## src/cbs_defines.svh

```systemverilog
`ifndef CBS_DEFINES_SVH
`define CBS_DEFINES_SVH

// ----------------------------------------------------------------
// Cycle symbol encodings
// ----------------------------------------------------------------
`define CBS_SYM_W        3
`define CBS_SYM_FREE     3'h0
`define CBS_SYM_FETCH    3'h1
`define CBS_SYM_RD       3'h2
`define CBS_SYM_WR       3'h3
`define CBS_SYM_PUSH     3'h4
`define CBS_SYM_POP      3'h5
`define CBS_SYM_VEC      3'h6

// ----------------------------------------------------------------
// Reset values and address layout
// ----------------------------------------------------------------
`define CBS_MAX_LEN      11
`define CBS_PC_RESET     16'h0000
`define CBS_SP_RESET     16'h00ff
`define CBS_VEC_PAGE     8'hff
`define CBS_ONE16        16'h0001

`endif

```

## src/cbs_pkg.sv

```systemverilog
`include "cbs_defines.svh"

package cbs_pkg;

    // Bus cycle kinds, one per code letter
    typedef enum logic [2:0] {
        CBS_FREE  = `CBS_SYM_FREE,
        CBS_FETCH = `CBS_SYM_FETCH,
        CBS_RD    = `CBS_SYM_RD,
        CBS_WR    = `CBS_SYM_WR,
        CBS_PUSH  = `CBS_SYM_PUSH,
        CBS_POP   = `CBS_SYM_POP,
        CBS_VEC   = `CBS_SYM_VEC
    } cbs_sym_t;

    // Sequencer states
    typedef enum logic [1:0] {
        CBS_ST_IDLE = 2'h0,
        CBS_ST_RUN  = 2'h1,
        CBS_ST_HALT = 2'h2
    } cbs_state_t;

    // Writes only for operand store and push
    function automatic logic cbs_is_write(input cbs_sym_t sym);
        return (sym == CBS_WR) || (sym == CBS_PUSH);
    endfunction

    // Cycles that return a byte to the core
    function automatic logic cbs_is_read_data(input cbs_sym_t sym);
        return (sym == CBS_RD) || (sym == CBS_POP) || (sym == CBS_VEC);
    endfunction

endpackage

```

## src/cbs_cyc_if.sv

```systemverilog
`timescale 1ns/1ps

interface cbs_cyc_if;
    import cbs_pkg::*;

    cbs_sym_t    sym;
    logic        go;
    logic        opr_load;
    logic [15:0] opr_addr;
    logic [7:0]  vec_base;
    logic        vec_hi_ld;
    logic        vec_lo_ld;
    logic [7:0]  vec_data;
    logic [15:0] addr;
    logic        rw;

    modport seq  (output sym, go, opr_load, opr_addr, vec_base, vec_hi_ld, vec_lo_ld,
                  vec_data, input addr, rw);
    modport agen (input sym, go, opr_load, opr_addr, vec_base, vec_hi_ld, vec_lo_ld,
                  vec_data, output addr, rw);
endinterface

```

## src/cbs_addr_gen.sv

```systemverilog
`timescale 1ns/1ps
`include "cbs_defines.svh"

module cbs_addr_gen
    import cbs_pkg::*;
(
    input  wire logic i_clk_sys,
    input  wire logic i_rst,
    cbs_cyc_if.agen   cyc
);

    // ----------------------------------------------------------------
    // State
    // ----------------------------------------------------------------
    typedef struct packed {
        logic [15:0] pc;
        logic [15:0] sp;
        logic [15:0] opr;
        logic        vlo;
    } cbs_agen_t;

    cbs_agen_t s_q;
    cbs_agen_t s_d;

    // Address and direction for the symbol about to be issued
    always_comb begin
        s_d     = s_q;
        cyc.rw  = ~cbs_is_write(cyc.sym);
        cyc.addr = s_q.pc;
        case (cyc.sym)
            CBS_FETCH: cyc.addr = s_q.pc;                           // RQ3
            CBS_RD:    cyc.addr = s_q.opr;                          // RQ4
            CBS_WR:    cyc.addr = s_q.opr;                          // RQ5
            CBS_PUSH:  cyc.addr = s_q.sp;                           // RQ6
            CBS_POP:   cyc.addr = s_q.sp + `CBS_ONE16;              // RQ7
            CBS_VEC:   cyc.addr = {`CBS_VEC_PAGE, cyc.vec_base[7:1], s_q.vlo}; // RQ8
            default:   cyc.addr = s_q.pc;  // Free cycle, bus not needed
        endcase
        if (cyc.opr_load) begin
            s_d.opr = cyc.opr_addr;
            s_d.vlo = 1'b0;
        end else if (cyc.go) begin
            case (cyc.sym)
                CBS_FETCH: s_d.pc  = s_q.pc + `CBS_ONE16;           // RQ3
                CBS_RD,
                CBS_WR:    s_d.opr = s_q.opr + `CBS_ONE16;
                CBS_PUSH:  s_d.sp  = s_q.sp - `CBS_ONE16;           // RQ6
                CBS_POP:   s_d.sp  = s_q.sp + `CBS_ONE16;           // RQ7
                CBS_VEC:   s_d.vlo = 1'b1;                          // RQ8
                default:   s_d.opr = s_q.opr;
            endcase
        end
        // Vector bytes land in PC a cycle later; they win over fetch advance
        if (cyc.vec_hi_ld) begin
            s_d.pc[15:8] = cyc.vec_data;                            // RQ8
        end
        if (cyc.vec_lo_ld) begin
            s_d.pc[7:0] = cyc.vec_data;
        end
    end

    // State register
    always_ff @(posedge i_clk_sys or posedge i_rst) begin
        if (i_rst) begin
            s_q <= '{pc: `CBS_PC_RESET, sp: `CBS_SP_RESET, opr: 16'h0000, vlo: 1'b0};
        end else begin
            s_q <= s_d;
        end
    end

endmodule // cbs_addr_gen

```

## src/cbs_sequencer.sv

```systemverilog
`timescale 1ns/1ps
`include "cbs_defines.svh"

// Functional notes
// [RQ1] Free cycle needs no bus and lasts exactly one clock.
// [RQ2] Free cycles are always presented as reads.
// [RQ3] Fetch reads the next sequential program address after the previous fetch.
// [RQ4] Operand read moves one byte from memory into the core.
// [RQ5] Operand write moves one byte from the core to memory.
// [RQ6] Push writes one byte at the stack pointer.
// [RQ7] Pop reads one byte from the stack area.
// [RQ8] Vector reads from the top page, high byte before low byte.
// [RQ9] Wait clears the interrupt mask, then halts until an interrupt.
// [RQ10] One typed bus cycle per clock, in code-string order.
module cbs_sequencer
    import cbs_pkg::*;
#(
    parameter int MAX_LEN = `CBS_MAX_LEN
) (
    input  wire logic                          i_clk_sys,
    input  wire logic                          i_rst,
    input  wire logic                          i_start,
    input  wire logic [MAX_LEN-1:0][2:0]       i_code,
    input  wire logic [$clog2(MAX_LEN+1)-1:0]  i_len,
    input  wire logic                          i_is_wait,
    input  wire logic [15:0]                   i_opr_addr,
    input  wire logic [7:0]                    i_wdata,
    input  wire logic [7:0]                    i_vec_base,
    input  wire logic                          i_irq,
    input  wire logic [7:0]                    i_bus_rdata,
    output logic                               o_ready,
    output logic                               o_valid,
    output logic [2:0]                         o_cyc_type,
    output logic [15:0]                        o_addr,
    output logic                               o_rw,
    output logic [7:0]                         o_wdata,
    output logic [7:0]                         o_rdata,
    output logic                               o_rdata_valid,
    output logic                               o_done,
    output logic                               o_halted,
    output logic                               o_imask
);

    localparam int LW = $clog2(MAX_LEN+1);

    // ----------------------------------------------------------------
    // Parameter check
    // ----------------------------------------------------------------
    if (MAX_LEN < 2 || MAX_LEN > 16) begin : g_bad_len
        $error("cbs_sequencer: MAX_LEN must be 2..16");
    end

    // ----------------------------------------------------------------
    // State
    // ----------------------------------------------------------------
    typedef struct packed {
        cbs_state_t                st;
        logic [MAX_LEN-1:0][2:0]   code;
        logic [LW-1:0]             len;
        logic [LW-1:0]             idx;
        logic                      is_wait;
        logic [7:0]                wdata;
        logic                      ready;
        logic                      valid;
        cbs_sym_t                  typ;
        logic [15:0]               addr;
        logic                      rw;
        logic [7:0]                bus_wdata;
        logic [7:0]                rdata;
        logic                      rdata_valid;
        logic                      vphase;
        logic                      done;
        logic                      imask;
        logic                      halted;
    } cbs_seq_t;

    cbs_seq_t  s_q;
    cbs_seq_t  s_d;
    cbs_cyc_if cyc ();
    cbs_sym_t  sym_now;

    cbs_addr_gen u_agen (
        .i_clk_sys (i_clk_sys),
        .i_rst     (i_rst),
        .cyc       (cyc)
    );

    // ----------------------------------------------------------------
    // Next-cycle selection
    // ----------------------------------------------------------------
    // Idle and halt still issue a free cycle so the bus sees one cycle per clock
    always_comb begin
        s_d          = s_q;
        sym_now      = CBS_FREE;                                    // RQ1
        s_d.done     = 1'b0;
        cyc.opr_load = 1'b0;
        cyc.opr_addr = i_opr_addr;
        cyc.vec_base = i_vec_base;
        case (s_q.st)
            CBS_ST_IDLE: begin
                if (i_start && i_len != '0) begin
                    s_d.st       = CBS_ST_RUN;
                    s_d.code     = i_code;
                    s_d.len      = i_len;
                    s_d.idx      = '0;
                    s_d.is_wait  = i_is_wait;
                    s_d.wdata    = i_wdata;
                    s_d.ready    = 1'b0;
                    cyc.opr_load = 1'b1;
                end
            end
            CBS_ST_RUN: begin
                sym_now = cbs_sym_t'(s_q.code[s_q.idx]);            // RQ10
                s_d.idx = s_q.idx + LW'(1);
                if (s_q.idx == s_q.len - LW'(1)) begin
                    if (s_q.is_wait) begin
                        s_d.st    = CBS_ST_HALT;
                        s_d.imask = 1'b0;                           // RQ9
                    end else begin
                        s_d.st    = CBS_ST_IDLE;
                        s_d.ready = 1'b1;
                        s_d.done  = 1'b1;
                    end
                end
            end
            CBS_ST_HALT: begin
                // Core stopped: only free cycles until an interrupt wakes it
                if (i_irq) begin                                    // RQ9
                    s_d.st    = CBS_ST_IDLE;
                    s_d.ready = 1'b1;
                    s_d.done  = 1'b1;
                end
            end
            default: begin
                s_d.st    = CBS_ST_IDLE;
                s_d.ready = 1'b1;
            end
        endcase
        cyc.sym = sym_now;
        cyc.go  = (s_q.st == CBS_ST_RUN);
        // Register the presented cycle; every clock carries one
        s_d.valid     = 1'b1;                                       // RQ10
        s_d.typ       = sym_now;
        s_d.addr      = cyc.addr;
        s_d.rw        = cyc.rw;                                     // RQ2
        s_d.bus_wdata = cbs_is_write(sym_now) ? s_q.wdata : 8'h00;  // RQ5
        // Capture returned byte at the end of the presented cycle
        s_d.rdata_valid = cbs_is_read_data(s_q.typ);                // RQ4
        if (cbs_is_read_data(s_q.typ)) begin
            s_d.rdata = i_bus_rdata;
        end
        // Vector bytes alternate high then low
        cyc.vec_hi_ld = (s_q.typ == CBS_VEC) && !s_q.vphase;        // RQ8
        cyc.vec_lo_ld = (s_q.typ == CBS_VEC) && s_q.vphase;
        cyc.vec_data  = i_bus_rdata;
        if (s_q.typ == CBS_VEC) begin
            s_d.vphase = ~s_q.vphase;
        end
        if (cyc.opr_load) begin
            s_d.vphase = 1'b0;
        end
        // Halt flag kept in a flop so the output needs no decode
        s_d.halted = (s_d.st == CBS_ST_HALT);                       // RQ9
    end

    // State register
    always_ff @(posedge i_clk_sys or posedge i_rst) begin
        if (i_rst) begin
            s_q       <= '0;
            s_q.st    <= CBS_ST_IDLE;
            s_q.ready <= 1'b1;
            s_q.rw    <= 1'b1;
            s_q.imask <= 1'b1;
        end else begin
            s_q <= s_d;
        end
    end

    // ----------------------------------------------------------------
    // Outputs straight from flops
    // ----------------------------------------------------------------
    assign o_ready       = s_q.ready;
    assign o_valid       = s_q.valid;
    assign o_cyc_type    = s_q.typ;
    assign o_addr        = s_q.addr;
    assign o_rw          = s_q.rw;
    assign o_wdata       = s_q.bus_wdata;
    assign o_rdata       = s_q.rdata;
    assign o_rdata_valid = s_q.rdata_valid;
    assign o_done        = s_q.done;
    assign o_halted      = s_q.halted;
    assign o_imask       = s_q.imask;
endmodule // cbs_sequencer

```

## config.mk

```make
export PLATFORM = sky130hd
export DESIGN_NAME = cbs_sequencer
export DESIGN_NICKNAME = d
export VERILOG_FILES = /design/src/cbs_pkg.sv /design/src/cbs_cyc_if.sv /design/src/cbs_addr_gen.sv /design/src/cbs_sequencer.sv
export VERILOG_INCLUDE_DIRS = /design/src
export SDC_FILE = /design/constraint.sdc
export NUM_CORES = 1
export LEC_CHECK = 0
export BUFFER_PORTS_ARGS = -buffer_cell sky130_fd_sc_hd__buf_4
export CAP_MARGIN = 20
export CELL_PAD_IN_SITES_DETAIL_PLACEMENT = 1
export CELL_PAD_IN_SITES_GLOBAL_PLACEMENT = 1
export CORE_UTILIZATION = 43
export CTS_CLUSTER_SIZE = 25
export DETAILED_ROUTE_END_ITERATION = 10
export GPL_ROUTABILITY_DRIVEN = 0
export PLACE_DENSITY = 0.8
export SETUP_SLACK_MARGIN = 0.5
export SLEW_MARGIN = 20
export SYNTH_ARGS = -nofsm -noshare
export SYNTH_HDL_FRONTEND = slang
export SYNTH_SLANG_ARGS = --single-unit
```

## constraint.sdc

```tcl
create_clock -name i_clk_sys -period 5.5 [get_ports i_clk_sys]
set_input_delay 0.275 -clock i_clk_sys [delete_from_list [all_inputs] [get_ports i_clk_sys]]
set_output_delay 0.275 -clock i_clk_sys [all_outputs]
set_load 0.01 [all_outputs]
```

-- Word-level counts from Yosys, hierarchy flattened
Cells that the tools add are included.
- logic and storage cells: 124
- output and inout port bits: 42
- register bits after elaboration: 144
- add/sub/neg operators: 6
- bitwise logic cells: 3
- reductions and logical operators: 29
- $lt $le $gt $ge: 1
- eq/ne operators: 19
- muxes and demuxes: 33
- operators with widths (cell ; count):
    $pmux 16 s4 ; 1
    $mux 53 ; 1
    $mux 49 ; 1
    $add 16x1->16 const B ; 3
    $mux 16 ; 2
    $mux 32 ; 1
    $pmux 16 s2 ; 1
    $mux 8 ; 3
    $reduce_bool 2->1 ; 10
    $mux 17 ; 1
    $sub 16x1->16 const B ; 1
    $eq 3x3->1 const B ; 5
    $bmux 3 s4 ; 1
    $reduce_and 3->1 ; 4
    $mux 1 ; 11
    $eq 3x2->1 const B ; 3
    $mux 2 ; 4
    $pmux 4 s2 ; 1
    $reduce_and 2->1 ; 4
    $mux 3 ; 2
    $ne 2x1->1 const B ; 3
    $ne 2x2->1 const B ; 3
    $pmux 2 s3 ; 1
    $lt 4x5->1 const B ; 1
    16 further kinds ; 23

-- Depth between registers and ports, before layout
- word-level depth: 9
- depth in mapped cells: 12

-- Cells and area by module
A second synthesis with hierarchy kept.
- cell total of the unflattened synthesis: 780
- area, all modules: 7985.2 µm²
- modules (own cells, without submodules) (module ; area an instance (µm²) ; times used ; cells each):
    cbs_sequencer ; 4161.5 ; 1 ; 311
    cbs_addr_gen ; 3823.7 ; 1 ; 469

-- Worst setup path after synthesis
OpenSTA, ideal clock, no wires.
- path type: register to register
- from: register s_q[52] (netlist name)
- to: register s_q (netlist bit o_addr[0])
- arrival: 2.276 ns
- setup time: 0.127 ns
- buffers on the path: 3
- clock period less this slack: 2.403 ns
- data required time: 5.373 ns
- cell stages (with the launch flop): 11
- setup slack: 3.097 ns
- cell sequence: dfrtp_1 -> buf_6 -> mux4_2 -> or2_4 -> a32o_1 -> buf_4 -> nand2_2 -> o21bai_1 -> buf_2 -> a222oi_1 -> inv_1
- cells in the longest elaborated chain, start to end: 6
- elaborated cells between the ends (all ways): 10
- RTL lines (element ; line ; RTL):
    start, declared ; cbs_sequencer.sv:77 ; cbs_seq_t s_q;
    $bmux 3 s4 (*) ; cbs_sequencer.sv:113 ; sym_now = cbs_sym_t'(s_q.code[s_q.idx]);
    $mux 3 (not written as such) (*) ; cbs_sequencer.sv:113 ;
    $mux 3 (*) ; cbs_sequencer.sv:99 ; case (s_q.st)
    $eq 3x2->1 ; cbs_addr_gen.sv:30 ; case (cyc.sym)
    $reduce_or 2->1 (no line) ; n/a ;
    $pmux 16 s4 (*) ; cbs_addr_gen.sv:30 ;
    via cyc.addr[0] ; cbs_cyc_if.sv:14 ; logic [15:0] addr;
Mark *: on every way through the listed nets, which the timed path passes. The rest lies on a longest branch. The select of a mux whose other input is x is not followed.
A chain may end at the register's enable or synchronous reset.

-- Worst setup path after layout
Ends and elaborated chain as after synthesis.

==> summary.txt <==
Critical path
  – Crit-path slowest cell: dfrtp_1
  – Startpoint Class: flip-flop
  – R2R depth: 7
  – Critical path fanouts, max: 18
  – CP max stage delay: 0.92 ns
  – Critical path cell sequence: mux2i_1 -> a221o_1 -> o22ai_2 -> o21ai_1 -> o21bai_1 -> a222oi_1 -> inv_1
  – R2r startpoint: s_q[52]$_DFFE_PP0P_
  – Critical path class: reg2reg
  – Reg2Reg Setup Slack: between 1.5 and 2 ns
  – Critical Path End Type: flip-flop
  – Critical Path AT: 4.07 ns
  – Critical Path RT: roughly 5.8 ns
  – Reg2Reg Capture Point: o_addr[0]$_DFF_PP0_

Worst hold path
  – Worst Hold Class: in2reg
  – WHS Path Cells: 3
  – Hold wc startpoint: i_code[13]
  – Hold EP: s_q[73]$_DFFE_PP0P_

Route
  – Routed Antenna Nets: 0
  – DRT Wirelength: between 20000 and 25000 microns
  – DRT iter0 DRCs: about 330
  – DR WL/cell: roughly 19 microns
  – First-pass DRT Iterations: 5
  – Routed vias: approximately 6.5k
  – Vias per cell: about 5.6
  – Drc violations: 0

Timing
  – Worst Tran Pin Value: ~1.1 ns
  – Layout Skew: 0.00938 ns
  – F_max: about 260 MHz
  – RSZ-0062 raised after global routing: false
  – Final count of hold timing violations: 0
  – Setup WS post-layout: ~1.7 ns
  – Final period util: 0.686
  – Final setup fails: 0
  – Slew margin rel.: 0.281
  – Post-route setup TNS: 0 ns
  – Fin crit period: between 3 and 4 ns
  – Final slew viol count: 0

Yosys
  – Top cells by area, synth: dfrtp_1 43%, nand2_1 8.9%, buf_4 4.0%, dfstp_2 3.7%, xnor2_1 3.6%
  – Top post-synthesis cells by count: 185 x nand2_1, 133 x dfrtp_1, 55 x nor2_1
  – Gate Count Post-Synth: ~850
  – Number of distinct library cells after synthesis: 72
  – Syn Std Cell Area: about 0.008 sq mm
  – Cell with the most instances after synthesis: nand2_1
  – Synth async-reset ratio: 1.00
  – Total number of yosys warnings: 0
  – Mapped Nets: 944
  – Post-synth EDFFs: 0
  – Synthesized flop and latch total: 144
  – Post-synth top area cell: dfrtp_1
  – Synth top area share: 0.427
  – Synth Area per Inst: between 9 and 10 sq um
  – Post-synthesis sequential area ratio: 0.464
  – Main synth FF type: dfrtp_1

Global route
  – First-pass GRT wire length: approximately 36000 microns
  – Largest net degree at the start of global routing: between 70 and 80
  – Vias in the first global route: between 6k and 7k
  – Initial antenna violation count: 0
  – GRT Util Overall: 0.253
  – Grt ovf: 0

Final layout
  – Layout area overhead: 17.9%
  – ANT cells: 0
  – Multi-input logic area: between 0.003 and 0.004 sq mm
  – Layout fillers: a little over 2k
  – Register area: between 0.003 and 0.004 sq mm
  – Final Instance Area: around 0.009 sq mm
  – Final net count: 1007
  – Share of cells above drive strength 1: 0.220

Clocking
  – CTS resizes: 0
  – Num Clock Sinks: approximately 140
  – Clock buffer depth: 2
  – Skew-Pair Late Insertion Delay: 0.43 ns
  – CTS clk-pin slew, worst paths: 0.07 ns
  – CTS Root Cell: clkbuf_16
  – Cts hold-fix bufs: 1
  – CTS tree: done
  – TritonCTS buffer count: 17
  – # H-tree levels: 4
  – Post-CTS Setup Bufs: 0

Job
  – Max Cap Viol: 0

Floorplanning
  – Die X: approximately 140 microns
  – Initial Util: 0.446
  – Boundary Pins: between 100 and 150
  – # rows: 48
  – Vert. Die Dim: about 140 microns
  – Core area: 0.0175 sq mm
  – Die ar.: approximately 0.019 sq mm

Power and ir drop
  – VDD IR max: between 0.3 and 0.4 mV
  – Leak: 4.13 nW
  – Power Density: approximately 640 mW/mm^2

Placed design
  – I/O Buffers: between 100 and 150
  – Pre-CTS setup slack: between 1.5 and 2 ns
  – DPL Wire Length: around 15000 microns
  – Post-placement cell area: approximately 0.0085 sq mm

Status
  – Run status: finished, final reports clean
[worst max-delay path: cells and delay by family (launching register included)]
kind                   cells  cell delay, ns
AOI/OAI and AO/OA          5            2.45
buffers and inverters      1            0.09
DFF                        1            0.92
muxes                      1            0.16
[cells by family after synthesis]
family	after synthesis	synth area share
other	1	0.000481
AOI/OAI and AO/OA	140	0.121
and+or+nand+nor	368	0.220
buffers and inverters	107	0.0753
DFF	144	0.464
muxes	27	0.0411
adders and majority gates	10	0.0161
xor gates and xnor gates	55	0.0618
[layer usage]
| layer | global-route usage | share of wire | up-vias |
|---|---|---|---|
| met4 | 0.0790 | 0.020 | 0 |
| met2 | 0.428 | 0.50 | 216 |
| li1 | - | - | 3023 |
| met1 | 0.316 | 0.42 | 3217 |
| met3 | 0.0652 | 0.062 | 40 |
| met5 | 0 | 0 | - |
[layout by cell type (no fill, tap or decap), types with 4 or more instances in the layout]
master and n:
ha_1 10, o21ai_0 34, mux2i_1 14, dfrtp_1 133, nand3_1 29, dfstp_2 11
nor2b_1 6, a221o_1 10, and3_1 17, xnor2_1 32, xor2_1 23, mux2_2 10
a21oi_1 37, and2_1 5, nor3_1 17, inv_1 22, clkinv_4 4, o31ai_1 6
nor4_1 9, o21ai_1 4, nor2_1 55, a211oi_1 4, nand2_1 185, clkbuf_16 17
nand4_1 17, buf_4 127, a31oi_1 11
[metrics by stage]
stage | cells | util | power [mW] | hold WS [ns]
after floorplan | 852 | - | 3.91 | 0.380
after global placement | 1120 | 0.489 | 4.52 | 0.270
after detailed placement | 1120 | 0.489 | 4.63 | 0.273
after CTS | 1153 | 0.525 | 5.89 | 0.0227
after global routing | 1153 | 0.525 | 6.26 | 0.0259
final | 1153 | 0.525 | 5.88 | 0.0295
[final cells by class]
cell class                      count  area share
Clock buffer                       18      0.0478
Clock inverter                     14      0.0198
Inverter                           23     0.00995
Multi-Input combinational cell    601       0.393
Sequential cell                   144       0.394
Tap cell                          225      0.0307
Timing Repair Buffer              128       0.105
[flip-flops by register name, indices dropped and copies added, names as in the netlist, 3 cells and up]
register	flops
o_addr	16
o_cyc_type	3
o_rdata	8
o_wdata	8
s_q	53
u_agen.s_q	49
[report_power, final]
| group | leakage, nW | total, mW | internal [mW] | switching, mW |
|---|---|---|---|---|
| Combinational | 2.08 | 2.61 | 1.03 | 1.58 |
| Clock | 0.295 | 1.22 | 0.733 | 0.491 |
| Sequential | 1.75 | 2.04 | 1.56 | 0.480 |
[how the worst max path moves through the flow]
stage                                    from                          to  slack (ns)  cells after the start
after floorplan                         i_rst         o_addr[0]$_DFF_PP0_        1.38                      1
after global placement    s_q[52]$_DFFE_PP0P_  u_agen.s_q[10]$_DFFE_PP0P_        1.84                      7
after detailed placement  s_q[52]$_DFFE_PP0P_  u_agen.s_q[11]$_DFFE_PP0P_        1.74                      7
after CTS                 s_q[52]$_DFFE_PP0P_  u_agen.s_q[11]$_DFFE_PP0P_        1.70                      7
after global routing      s_q[52]$_DFFE_PP0P_         o_addr[0]$_DFF_PP0_        1.48                      7
final                     s_q[52]$_DFFE_PP0P_         o_addr[0]$_DFF_PP0_        1.73                      7
Note: power is estimated with default switching activity, not from simulation.
